$ cat src/hdl/cs4_pkg.sv
`default_nettype none

package cs4_pkg;

    localparam int STAGES = 4;
    localparam int WB_AW  = 8;
    localparam int WB_DW  = 32;
    localparam int CNT_W  = 16;

    // register byte offsets
    localparam logic [WB_AW-1:0] CTRL_OFS   = 8'h00;
    localparam logic [WB_AW-1:0] PRESET_OFS = 8'h04;
    localparam logic [WB_AW-1:0] STEP_OFS   = 8'h08;
    localparam logic [WB_AW-1:0] STATUS_OFS = 8'h0c;
    localparam logic [WB_AW-1:0] STEPS_OFS  = 8'h10;
    localparam logic [WB_AW-1:0] WRAPS_OFS  = 8'h14;

    // control field positions
    localparam int CTRL_SEL_LSB  = 0;
    localparam int CTRL_SEL_W    = 3;
    localparam int CTRL_CEP_BIT  = 3;
    localparam int CTRL_PIN_BIT  = 4;

    // status field positions
    localparam int STAT_Q_LSB    = 0;
    localparam int STAT_TC_BIT   = 4;
    localparam int STAT_CET_BIT  = 5;
    localparam int STAT_SDN_BIT  = 6;

    localparam int STEP_GO_BIT   = 0;

    // select codes, written {s2, s1, s0}
    localparam logic [2:0] SEL_LOAD   = 3'h0;
    localparam logic [2:0] SEL_CDOWN  = 3'h1;
    localparam logic [2:0] SEL_SDOWN  = 3'h2;
    localparam logic [2:0] SEL_CUP    = 3'h3;
    localparam logic [2:0] SEL_COMPL  = 3'h4;
    localparam logic [2:0] SEL_CLEAR  = 3'h5;
    localparam logic [2:0] SEL_SUP    = 3'h6;
    localparam logic [2:0] SEL_HOLD   = 3'h7;

    // reset values
    localparam logic [2:0]        SEL_RST    = SEL_HOLD;
    localparam logic              CEP_N_RST  = 1'b0;
    localparam logic              PIN_EN_RST = 1'b1;
    localparam logic [STAGES-1:0] PRESET_RST = 4'h0;
    localparam logic [STAGES-1:0] STAGE_RST  = 4'h0;
    localparam logic [STAGES-1:0] STAGE_MAX  = 4'hf;
    localparam logic [STAGES-1:0] STAGE_MIN  = 4'h0;

endpackage

`default_nettype wire

$ cat src/hdl/cs4_counter_shift.sv
// How it works
// - the four stages act either as a wrapping modulo-16 up/down counter or a bidirectional shifter.
// - the three select bits s2 s1 s0 pick load, shift down, shift up, count down/up, hold, complement, clear.
// - counting advances only while both active-low count enables are low, else the count holds.
// - shift up takes its serial bit from the trickle count enable input.
// - shift down takes its serial bit from the shift-down serial input.
// - in counting modes terminal count goes low at 15 counting up or at 0 counting down.
// - in shift modes terminal count copies the most significant stage.
// - load copies the four preset bits into the stages in parallel.
// - a high master clear empties all stages at once, without the clock, above everything else.
// - complement inverts every stage on the active edge.
// - every operation but master clear happens on a rising edge step, and hold keeps the value.
//
// Design decisions made here: register access over Wishbone and the register offsets.
`default_nettype none

module cs4_counter_shift
    import cs4_pkg::*;
#(
    parameter int CW = CNT_W
) (
    input  wire logic                          clk_i,
    input  wire logic                          rst_i,
    // wishbone classic slave
    input  wire logic                          cyc_i,
    input  wire logic                          stb_i,
    input  wire logic                          we_i,
    input  wire logic [cs4_pkg::WB_AW-1:0]     adr_i,
    input  wire logic [3:0]                    sel_i,
    input  wire logic [cs4_pkg::WB_DW-1:0]     dat_i,
    output logic      [cs4_pkg::WB_DW-1:0]     dat_o,
    output logic                               ack_o,
    // cascade and clocking pins
    input  wire logic                          edge_clock_i,
    input  wire logic                          count_enable_trickle_n_i,
    input  wire logic                          shift_down_serial_i,
    input  wire logic                          master_clear_i,
    output logic      [cs4_pkg::STAGES-1:0]    q_o,
    output logic                               terminal_count_n_o
);

    import cs4_pkg::*;

    // ---------------------------------------------------------------
    // pin synchronisers
    // ---------------------------------------------------------------
    logic [2:0] pins_async;
    logic [2:0] pins_sync;
    logic       edge_clock_s;
    logic       trickle_n_s;
    logic       serial_down_s;

    assign pins_async = {edge_clock_i, count_enable_trickle_n_i, shift_down_serial_i};

    cs4_sync #(
        .W (3)
    ) u_sync (
        .clk_i   (clk_i),
        .rst_i   (rst_i),
        .async_i (pins_async),
        .sync_o  (pins_sync)
    );

    assign edge_clock_s  = pins_sync[2];
    assign trickle_n_s   = pins_sync[1];
    assign serial_down_s = pins_sync[0];

    // ---------------------------------------------------------------
    // bus decode
    // ---------------------------------------------------------------
    logic       ack_reg;
    logic       bus_req;
    logic       bus_wr;
    logic       lane0;
    logic       hit_ctrl;
    logic       hit_preset;
    logic       hit_step;
    logic       hit_steps;
    logic       hit_wraps;

    assign bus_req    = cyc_i && stb_i;
    // write commits at the edge where the master sees ack
    assign bus_wr     = bus_req && we_i && ack_reg;
    assign lane0      = sel_i[0];
    assign hit_ctrl   = (adr_i == CTRL_OFS);
    assign hit_preset = (adr_i == PRESET_OFS);
    assign hit_step   = (adr_i == STEP_OFS);
    assign hit_steps  = (adr_i == STEPS_OFS);
    assign hit_wraps  = (adr_i == WRAPS_OFS);

    always_ff @(posedge clk_i) begin
        if (rst_i) begin
            ack_reg <= 1'b0;
        end else begin
            ack_reg <= bus_req && !ack_reg;
        end
    end

    assign ack_o = ack_reg;

    // ---------------------------------------------------------------
    // software registers
    // ---------------------------------------------------------------
    logic [2:0]        select_reg;
    logic              cep_n_reg;
    logic              pin_en_reg;
    logic [STAGES-1:0] preset_reg;
    logic              soft_step_reg;

    always_ff @(posedge clk_i) begin
        if (rst_i) begin
            select_reg <= SEL_RST;
            cep_n_reg  <= CEP_N_RST;
            pin_en_reg <= PIN_EN_RST;
        end else if (bus_wr && hit_ctrl && lane0) begin
            select_reg <= dat_i[CTRL_SEL_LSB +: CTRL_SEL_W];
            cep_n_reg  <= dat_i[CTRL_CEP_BIT];
            pin_en_reg <= dat_i[CTRL_PIN_BIT];
        end
    end

    always_ff @(posedge clk_i) begin
        if (rst_i) begin
            preset_reg <= PRESET_RST;
        end else if (bus_wr && hit_preset && lane0) begin
            preset_reg <= dat_i[STAGES-1:0];
        end
    end

    // one-cycle step pulse from a software write
    always_ff @(posedge clk_i) begin
        if (rst_i) begin
            soft_step_reg <= 1'b0;
        end else begin
            soft_step_reg <= bus_wr && hit_step && lane0 && dat_i[STEP_GO_BIT];
        end
    end

    // ---------------------------------------------------------------
    // step enable: rising edge of the clock pin or a software step
    // ---------------------------------------------------------------
    logic       edge_clock_d_reg;
    logic [2:0] arm_reg;
    logic       pin_rise;
    logic       step;

    always_ff @(posedge clk_i) begin
        if (rst_i) begin
            edge_clock_d_reg <= 1'b0;
        end else begin
            edge_clock_d_reg <= edge_clock_s;
        end
    end

    // edge history is trusted only once the synchroniser holds real pin data,
    // so a pin that idles high shows no false edge after reset
    always_ff @(posedge clk_i) begin
        if (rst_i) begin
            arm_reg <= 3'h0;
        end else begin
            arm_reg <= {arm_reg[1:0], 1'b1};
        end
    end

    assign pin_rise = edge_clock_s && !edge_clock_d_reg && arm_reg[2];
    assign step     = (pin_rise && pin_en_reg) || soft_step_reg;

    // ---------------------------------------------------------------
    // next-state logic
    // ---------------------------------------------------------------
    logic [STAGES-1:0] stage_reg;
    logic [STAGES-1:0] stage_next;
    logic              count_ok;
    logic              up_serial;
    logic              wrap;

    assign count_ok  = !cep_n_reg && !trickle_n_s;
    // the trickle line doubles as serial data when cascaded
    assign up_serial = trickle_n_s;

    always_comb begin
        stage_next = stage_reg;
        wrap       = 1'b0;
        case (select_reg)
            SEL_LOAD: begin
                stage_next = preset_reg;
            end
            SEL_SDOWN: begin
                stage_next = {serial_down_s, stage_reg[STAGES-1:1]};
            end
            SEL_SUP: begin
                stage_next = {stage_reg[STAGES-2:0], up_serial};
            end
            SEL_CDOWN: begin
                if (count_ok) begin
                    stage_next = stage_reg - 4'h1;
                    wrap       = (stage_reg == STAGE_MIN);
                end
            end
            SEL_CUP: begin
                if (count_ok) begin
                    stage_next = stage_reg + 4'h1;
                    wrap       = (stage_reg == STAGE_MAX);
                end
            end
            SEL_HOLD: begin
                stage_next = stage_reg;
            end
            SEL_COMPL: begin
                stage_next = ~stage_reg;
            end
            SEL_CLEAR: begin
                stage_next = STAGE_RST;
            end
            default: begin
                stage_next = stage_reg;
            end
        endcase
    end

    // ---------------------------------------------------------------
    // the four stages: master clear acts without the clock
    // ---------------------------------------------------------------
    // release of master clear is synchronised: the stages stay clear two more edges
    logic [1:0] mclr_hold_reg;

    always_ff @(posedge clk_i or posedge master_clear_i) begin
        if (master_clear_i) begin
            mclr_hold_reg <= 2'h3;
        end else if (rst_i) begin
            mclr_hold_reg <= 2'h0;
        end else begin
            mclr_hold_reg <= {mclr_hold_reg[0], 1'b0};
        end
    end

    always_ff @(posedge clk_i or posedge master_clear_i) begin
        if (master_clear_i) begin
            stage_reg <= STAGE_RST;
        end else if (rst_i || mclr_hold_reg[1]) begin
            stage_reg <= STAGE_RST;
        end else if (step) begin
            stage_reg <= stage_next;
        end
    end

    assign q_o = stage_reg;

    // ---------------------------------------------------------------
    // terminal count
    // ---------------------------------------------------------------
    logic tc_n;

    always_comb begin
        case (select_reg)
            SEL_CUP: begin
                tc_n = !(stage_reg == STAGE_MAX);
            end
            SEL_CDOWN: begin
                tc_n = !(stage_reg == STAGE_MIN);
            end
            SEL_SUP, SEL_SDOWN: begin
                tc_n = stage_reg[STAGES-1];
            end
            default: begin
                tc_n = 1'b1;
            end
        endcase
    end

    assign terminal_count_n_o = tc_n;

    // ---------------------------------------------------------------
    // activity counters, cleared by any write to them
    // ---------------------------------------------------------------
    logic [CW-1:0] steps_reg;
    logic [CW-1:0] wraps_reg;

    // a step in the clearing cycle still counts
    always_ff @(posedge clk_i) begin
        if (rst_i) begin
            steps_reg <= '0;
        end else if (bus_wr && hit_steps) begin
            steps_reg <= {{(CW-1){1'b0}}, step};
        end else if (step) begin
            steps_reg <= steps_reg + {{(CW-1){1'b0}}, 1'b1};
        end
    end

    always_ff @(posedge clk_i) begin
        if (rst_i) begin
            wraps_reg <= '0;
        end else if (bus_wr && hit_wraps) begin
            wraps_reg <= {{(CW-1){1'b0}}, step && wrap};
        end else if (step && wrap) begin
            wraps_reg <= wraps_reg + {{(CW-1){1'b0}}, 1'b1};
        end
    end

    // ---------------------------------------------------------------
    // read mux, registered as ack rises
    // ---------------------------------------------------------------
    logic [WB_DW-1:0] rd_mux;
    logic [WB_DW-1:0] dat_reg;

    always_comb begin
        rd_mux = '0;
        case (adr_i)
            CTRL_OFS: begin
                rd_mux[CTRL_SEL_LSB +: CTRL_SEL_W] = select_reg;
                rd_mux[CTRL_CEP_BIT]               = cep_n_reg;
                rd_mux[CTRL_PIN_BIT]               = pin_en_reg;
            end
            PRESET_OFS: begin
                rd_mux[STAGES-1:0] = preset_reg;
            end
            STATUS_OFS: begin
                rd_mux[STAT_Q_LSB +: STAGES] = stage_reg;
                rd_mux[STAT_TC_BIT]          = tc_n;
                rd_mux[STAT_CET_BIT]         = trickle_n_s;
                rd_mux[STAT_SDN_BIT]         = serial_down_s;
            end
            STEPS_OFS: begin
                rd_mux[CW-1:0] = steps_reg;
            end
            WRAPS_OFS: begin
                rd_mux[CW-1:0] = wraps_reg;
            end
            default: begin
                rd_mux = '0;
            end
        endcase
    end

    always_ff @(posedge clk_i) begin
        if (rst_i) begin
            dat_reg <= '0;
        end else if (bus_req && !ack_reg && !we_i) begin
            dat_reg <= rd_mux;
        end
    end

    assign dat_o = dat_reg;

endmodule

`default_nettype wire

$ cat src/hdl/cs4_sync.sv
`default_nettype none

// two-flop synchroniser for pin inputs
module cs4_sync #(
    parameter int W = 1
) (
    input  wire logic         clk_i,
    input  wire logic         rst_i,
    input  wire logic [W-1:0] async_i,
    output logic      [W-1:0] sync_o
);

    logic [W-1:0] meta_reg;
    logic [W-1:0] sync_reg;

    always_ff @(posedge clk_i) begin
        if (rst_i) begin
            meta_reg <= '0;
            sync_reg <= '0;
        end else begin
            meta_reg <= async_i;
            sync_reg <= meta_reg;
        end
    end

    assign sync_o = sync_reg;

endmodule

`default_nettype wire
$ cat config.mk
export PLATFORM = sky130hd
export DESIGN_NAME = cs4_counter_shift
export DESIGN_NICKNAME = d
export VERILOG_FILES = /design/src/hdl/cs4_pkg.sv /design/src/hdl/cs4_counter_shift.sv /design/src/hdl/cs4_sync.sv
export SDC_FILE = /design/constraint.sdc
export NUM_CORES = 1
export LEC_CHECK = 0
export ABC_AREA = 1
export BUFFER_PORTS_ARGS = -buffer_cell sky130_fd_sc_hd__buf_4
export CAP_MARGIN = 15
export CORE_UTILIZATION = 43
export CTS_CLUSTER_SIZE = 24
export DETAILED_ROUTE_END_ITERATION = 10
export PLACE_DENSITY_LB_ADDON = 0.12
export SYNTH_ARGS = -nofsm -noshare
export SYNTH_HDL_FRONTEND = slang
export SYNTH_SLANG_ARGS = --single-unit
$ cat constraint.sdc
create_clock -name clk_i -period 2.5 [get_ports clk_i]
set_clock_uncertainty 0.1 [all_clocks]
set_input_delay 0.625 -clock clk_i [delete_from_list [all_inputs] [get_ports clk_i]]
set_output_delay 0.625 -clock clk_i [all_outputs]
set_load 0.02 [all_outputs]
==> results.py <==
metrics = {
    "pwr": {
        "powerDensity_nw_per_um2": 474,
        "p_comb_share_pct": 7.2,
        "p_clk_share_pct": 39.0,
        "p_total_uw": 2280,
        "leakage_uw": 0.00201,
        "swShare_pct": 24.8,
        "p_sw_uw": 567,
        "irDropWorstVdd_uv": 278,
        "seqPwrFrac_pct": 53.8,
        "p_int_uw": 1720,
    },
    "route": {
        "postRouteAntennaNets": 0,
        "wl_per_cell_um": 12.8,
        "num_vias": 4099,
        "drtIter0Drc": 223,
        "drt_pass1_iterations": 4,
        "viasPerCell": 4.97,
        "routed_wl_um": 10600,
        "drc": 0,
    },
    "yosys": {
        "synth-main-ff-cell": "dfxtp_1",
        "synth_area_sq_um": 4180,
        "ys_warn_count": 0,
        "synthCells": 641,
        "synthTopCellsByArea": "dfxtp_1, nand2_1, nor2_1, nand3_1, inv_1",
        "synth_cell_types": 35,
        "yosysMostFrequentCell": "nand2_1",
        "yosysSeqAreaShare_pct": 36.7,
        "synth_edf_count": 0,
        "synth_common_cells": "nand2_1, nor2_1, inv_1, dfxtp_1, nand3_1",
        "yosys.area.top_type": "dfxtp_1",
        "synth_top_area_share_pct": 33.0,
        "syn_area_per_cell_sq_um": 6.53,
        "synthArstFlopShare_pct": 8.00,
        "ys_ff_latch": 75,
    },
    "floorplan": {
        "core_sq_um": 9330,
        "initial_core_util_pct": 44.9,
        "io_pins": 91,
        "rows": 35,
        "dieHeight_um": 101,
        "die_area_sq_um": 10100,
        "die_width_um": 101,
    },
    "place": {
        "port_buffers": 44,
        "gp_congestion": 0.873,
        "pre_cts_ws_ps": 389,
        "placed_area_sq_um": 4630,
        "hpwl_um": 8090,
    },
    "cells_and_area": {
        "nNetsFinal": 748,
        "drive_gt1_share_pct": 12.8,
        "diodes": 0,
        "fin_area_sq_um": 4810,
        "fillers": 987,
        "area_growth_pct": 15.1,
    },
    "grt": {
        "grt_pass1_vias": 3771,
        "grt_usage_pct": 22.6,
        "grt_pass1_wl_um": 18000,
        "antenna_found_initial": 0,
        "grt_max_degree": 23,
        "overflow": 0,
    },
    "hold_path": {
        "hold_path.class": "in2async",
    },
    "critical_path": {
        "r2r_slack_ps": 460,
        "worst_setup_path_end_kind": "output port",
        "reg2reg_depth": 12,
        "cp.required_ps": 1770,
        "cp_max_fo": 10,
        "timing.rr.start": "select_reg[2]",
        "cp.arrival_ps": 1650,
        "worst_setup_path_start_kind": "register",
        "critPathKind": "reg2out",
        "r2r-end": "q_o[1]",
    },
    "status": {
        "status": "finished clean",
    },
    "sta": {
        "finalSetupTns_ps": 0,
        "finalHoldViolations": 0,
        "worst_hold_slack_ps": 84.2,
        "period_share_pct": 95.1,
        "finalSetupViolCount": 0,
        "setup_ws_ps": 122,
        "period_needed_ps": 2380,
        "maxSlewViolCount": 0,
        "rsz0062_at_grt": "false",
        "max_freq_mhz": 421,
    },
    "clock_tree": {
        "path_clk_slew_ps": 70,
        "cts-root-buf": "clkbuf_8",
        "clock-sinks": 75,
        "cts_htree_levels": 3,
        "cts_tree": "yes",
        "clk_latency_ps": 350,
        "hold_buffers": 0,
        "ctsResizeCount": 0,
        "numCtsBuffers": 9,
        "clk_path_buf_depth": 2,
        "cts_setup_buffers": 0,
    },
    "job": {
        "maxCapViolations": 0,
    },
}
[placed cells by master (no fill, tap or decap), drive strengths merged]
cell / synthesis / final
a21oi: 29 / 29
and2: 2 / 2
and3: 1 / 1
buf: 22 / 54
clkbuf: 9 / 12
clkinv: 3 / 7
conb: 1 / 17
dfrtp: 4 / 4
dfstp: 2 / 2
dfxtp: 69 / 69
ha: 4 / 4
inv: 84 / 84
nand2: 151 / 151
nand3: 70 / 70
nand4: 3 / 3
nor2: 102 / 102
nor3: 18 / 18
nor3b: 2 / 2
nor4: 1 / 1
o2111ai: 1 / 1
o211ai: 7 / 7
o21ai: 31 / 31
o22ai: 10 / 10
xor2: 15 / 15
[power by group through the flow]
stage / Combinational (uW) / Clock [uW] / Sequential, uW
after floorplan: 103 / 0 / 1270
after global placement: 164 / 0 / 1250
after detailed placement: 166 / 0 / 1260
after CTS: 167 / 911 / 1230
after global routing: 186 / 974 / 1230
final: 165 / 891 / 1230
[worst max path at each step]
stage | startpoint | to | slack, ps | depth (start not counted)
floorplan | q_o[3] | terminal_count_n_o | 650 | 4
global placement | adr_i[0] | wraps_reg[4] | 410 | 10
detailed placement | adr_i[5] | wraps_reg[4] | 390 | 10
CTS | select_reg[0] | terminal_count_n_o | 110 | 6
global route | select_reg[0] | terminal_count_n_o | 3 | 6
finish | select_reg[0] | terminal_count_n_o | 120 | 6
[cell families (layout without fill, tap and decap cells)]
| group | count (synthesis) | in the layout | synth area share, % |
|---|---|---|---|
| and+or+nand+nor | 350 | 350 | 36.1 |
| adders and majority gates | 4 | 4 | 1.20 |
| buffers and inverters | 118 | 157 | 12.4 |
| AOI/OAI and AO/OA | 78 | 78 | 10.5 |
| xor gates and xnor gates | 15 | 15 | 3.14 |
| other | 1 | 17 | 0.0896 |
| DFF | 75 | 75 | 36.7 |
[cell type report]
type                            count  area (sq um)  area share, %
Inverter                           87           327           6.78
Timing Repair Buffer               54           405           8.42
Sequential cell                    75          1530           31.9
Clock buffer                       12           165           3.43
Tap cell                          129           161           3.35
Multi-Input combinational cell    464          2200           45.7
Clock inverter                      4          23.8          0.494
[critical path, stage by stage, from the launching register on]
cell and delay [ps]:
dfxtp_1 490, inv_2 150, nor2_8 190, inv_1 70
o21ai_0 80, nand3_1 140, buf_4 180
[routing by layer]
layer  part of all wire, %  track usage, %  vias to the layer above
li1                      -               -                     2115
met1                    50            32.1                     1862
met2                    44            35.1                      107
met3                   5.2            4.85                       15
met4                   1.1            5.13                        0
met5                     0               0                        -
[metrics by stage]
| step | util [%] | std cells |
|---|---|---|
| final | 51.6 | 825 |
| after global routing | 51.6 | 825 |
| after CTS | 51.6 | 825 |
| after detailed placement | 49.6 | 809 |
| after global placement | 49.6 | 809 |
| after floorplan | - | 657 |
No activity file was read; power rests on OpenSTA's default activity.
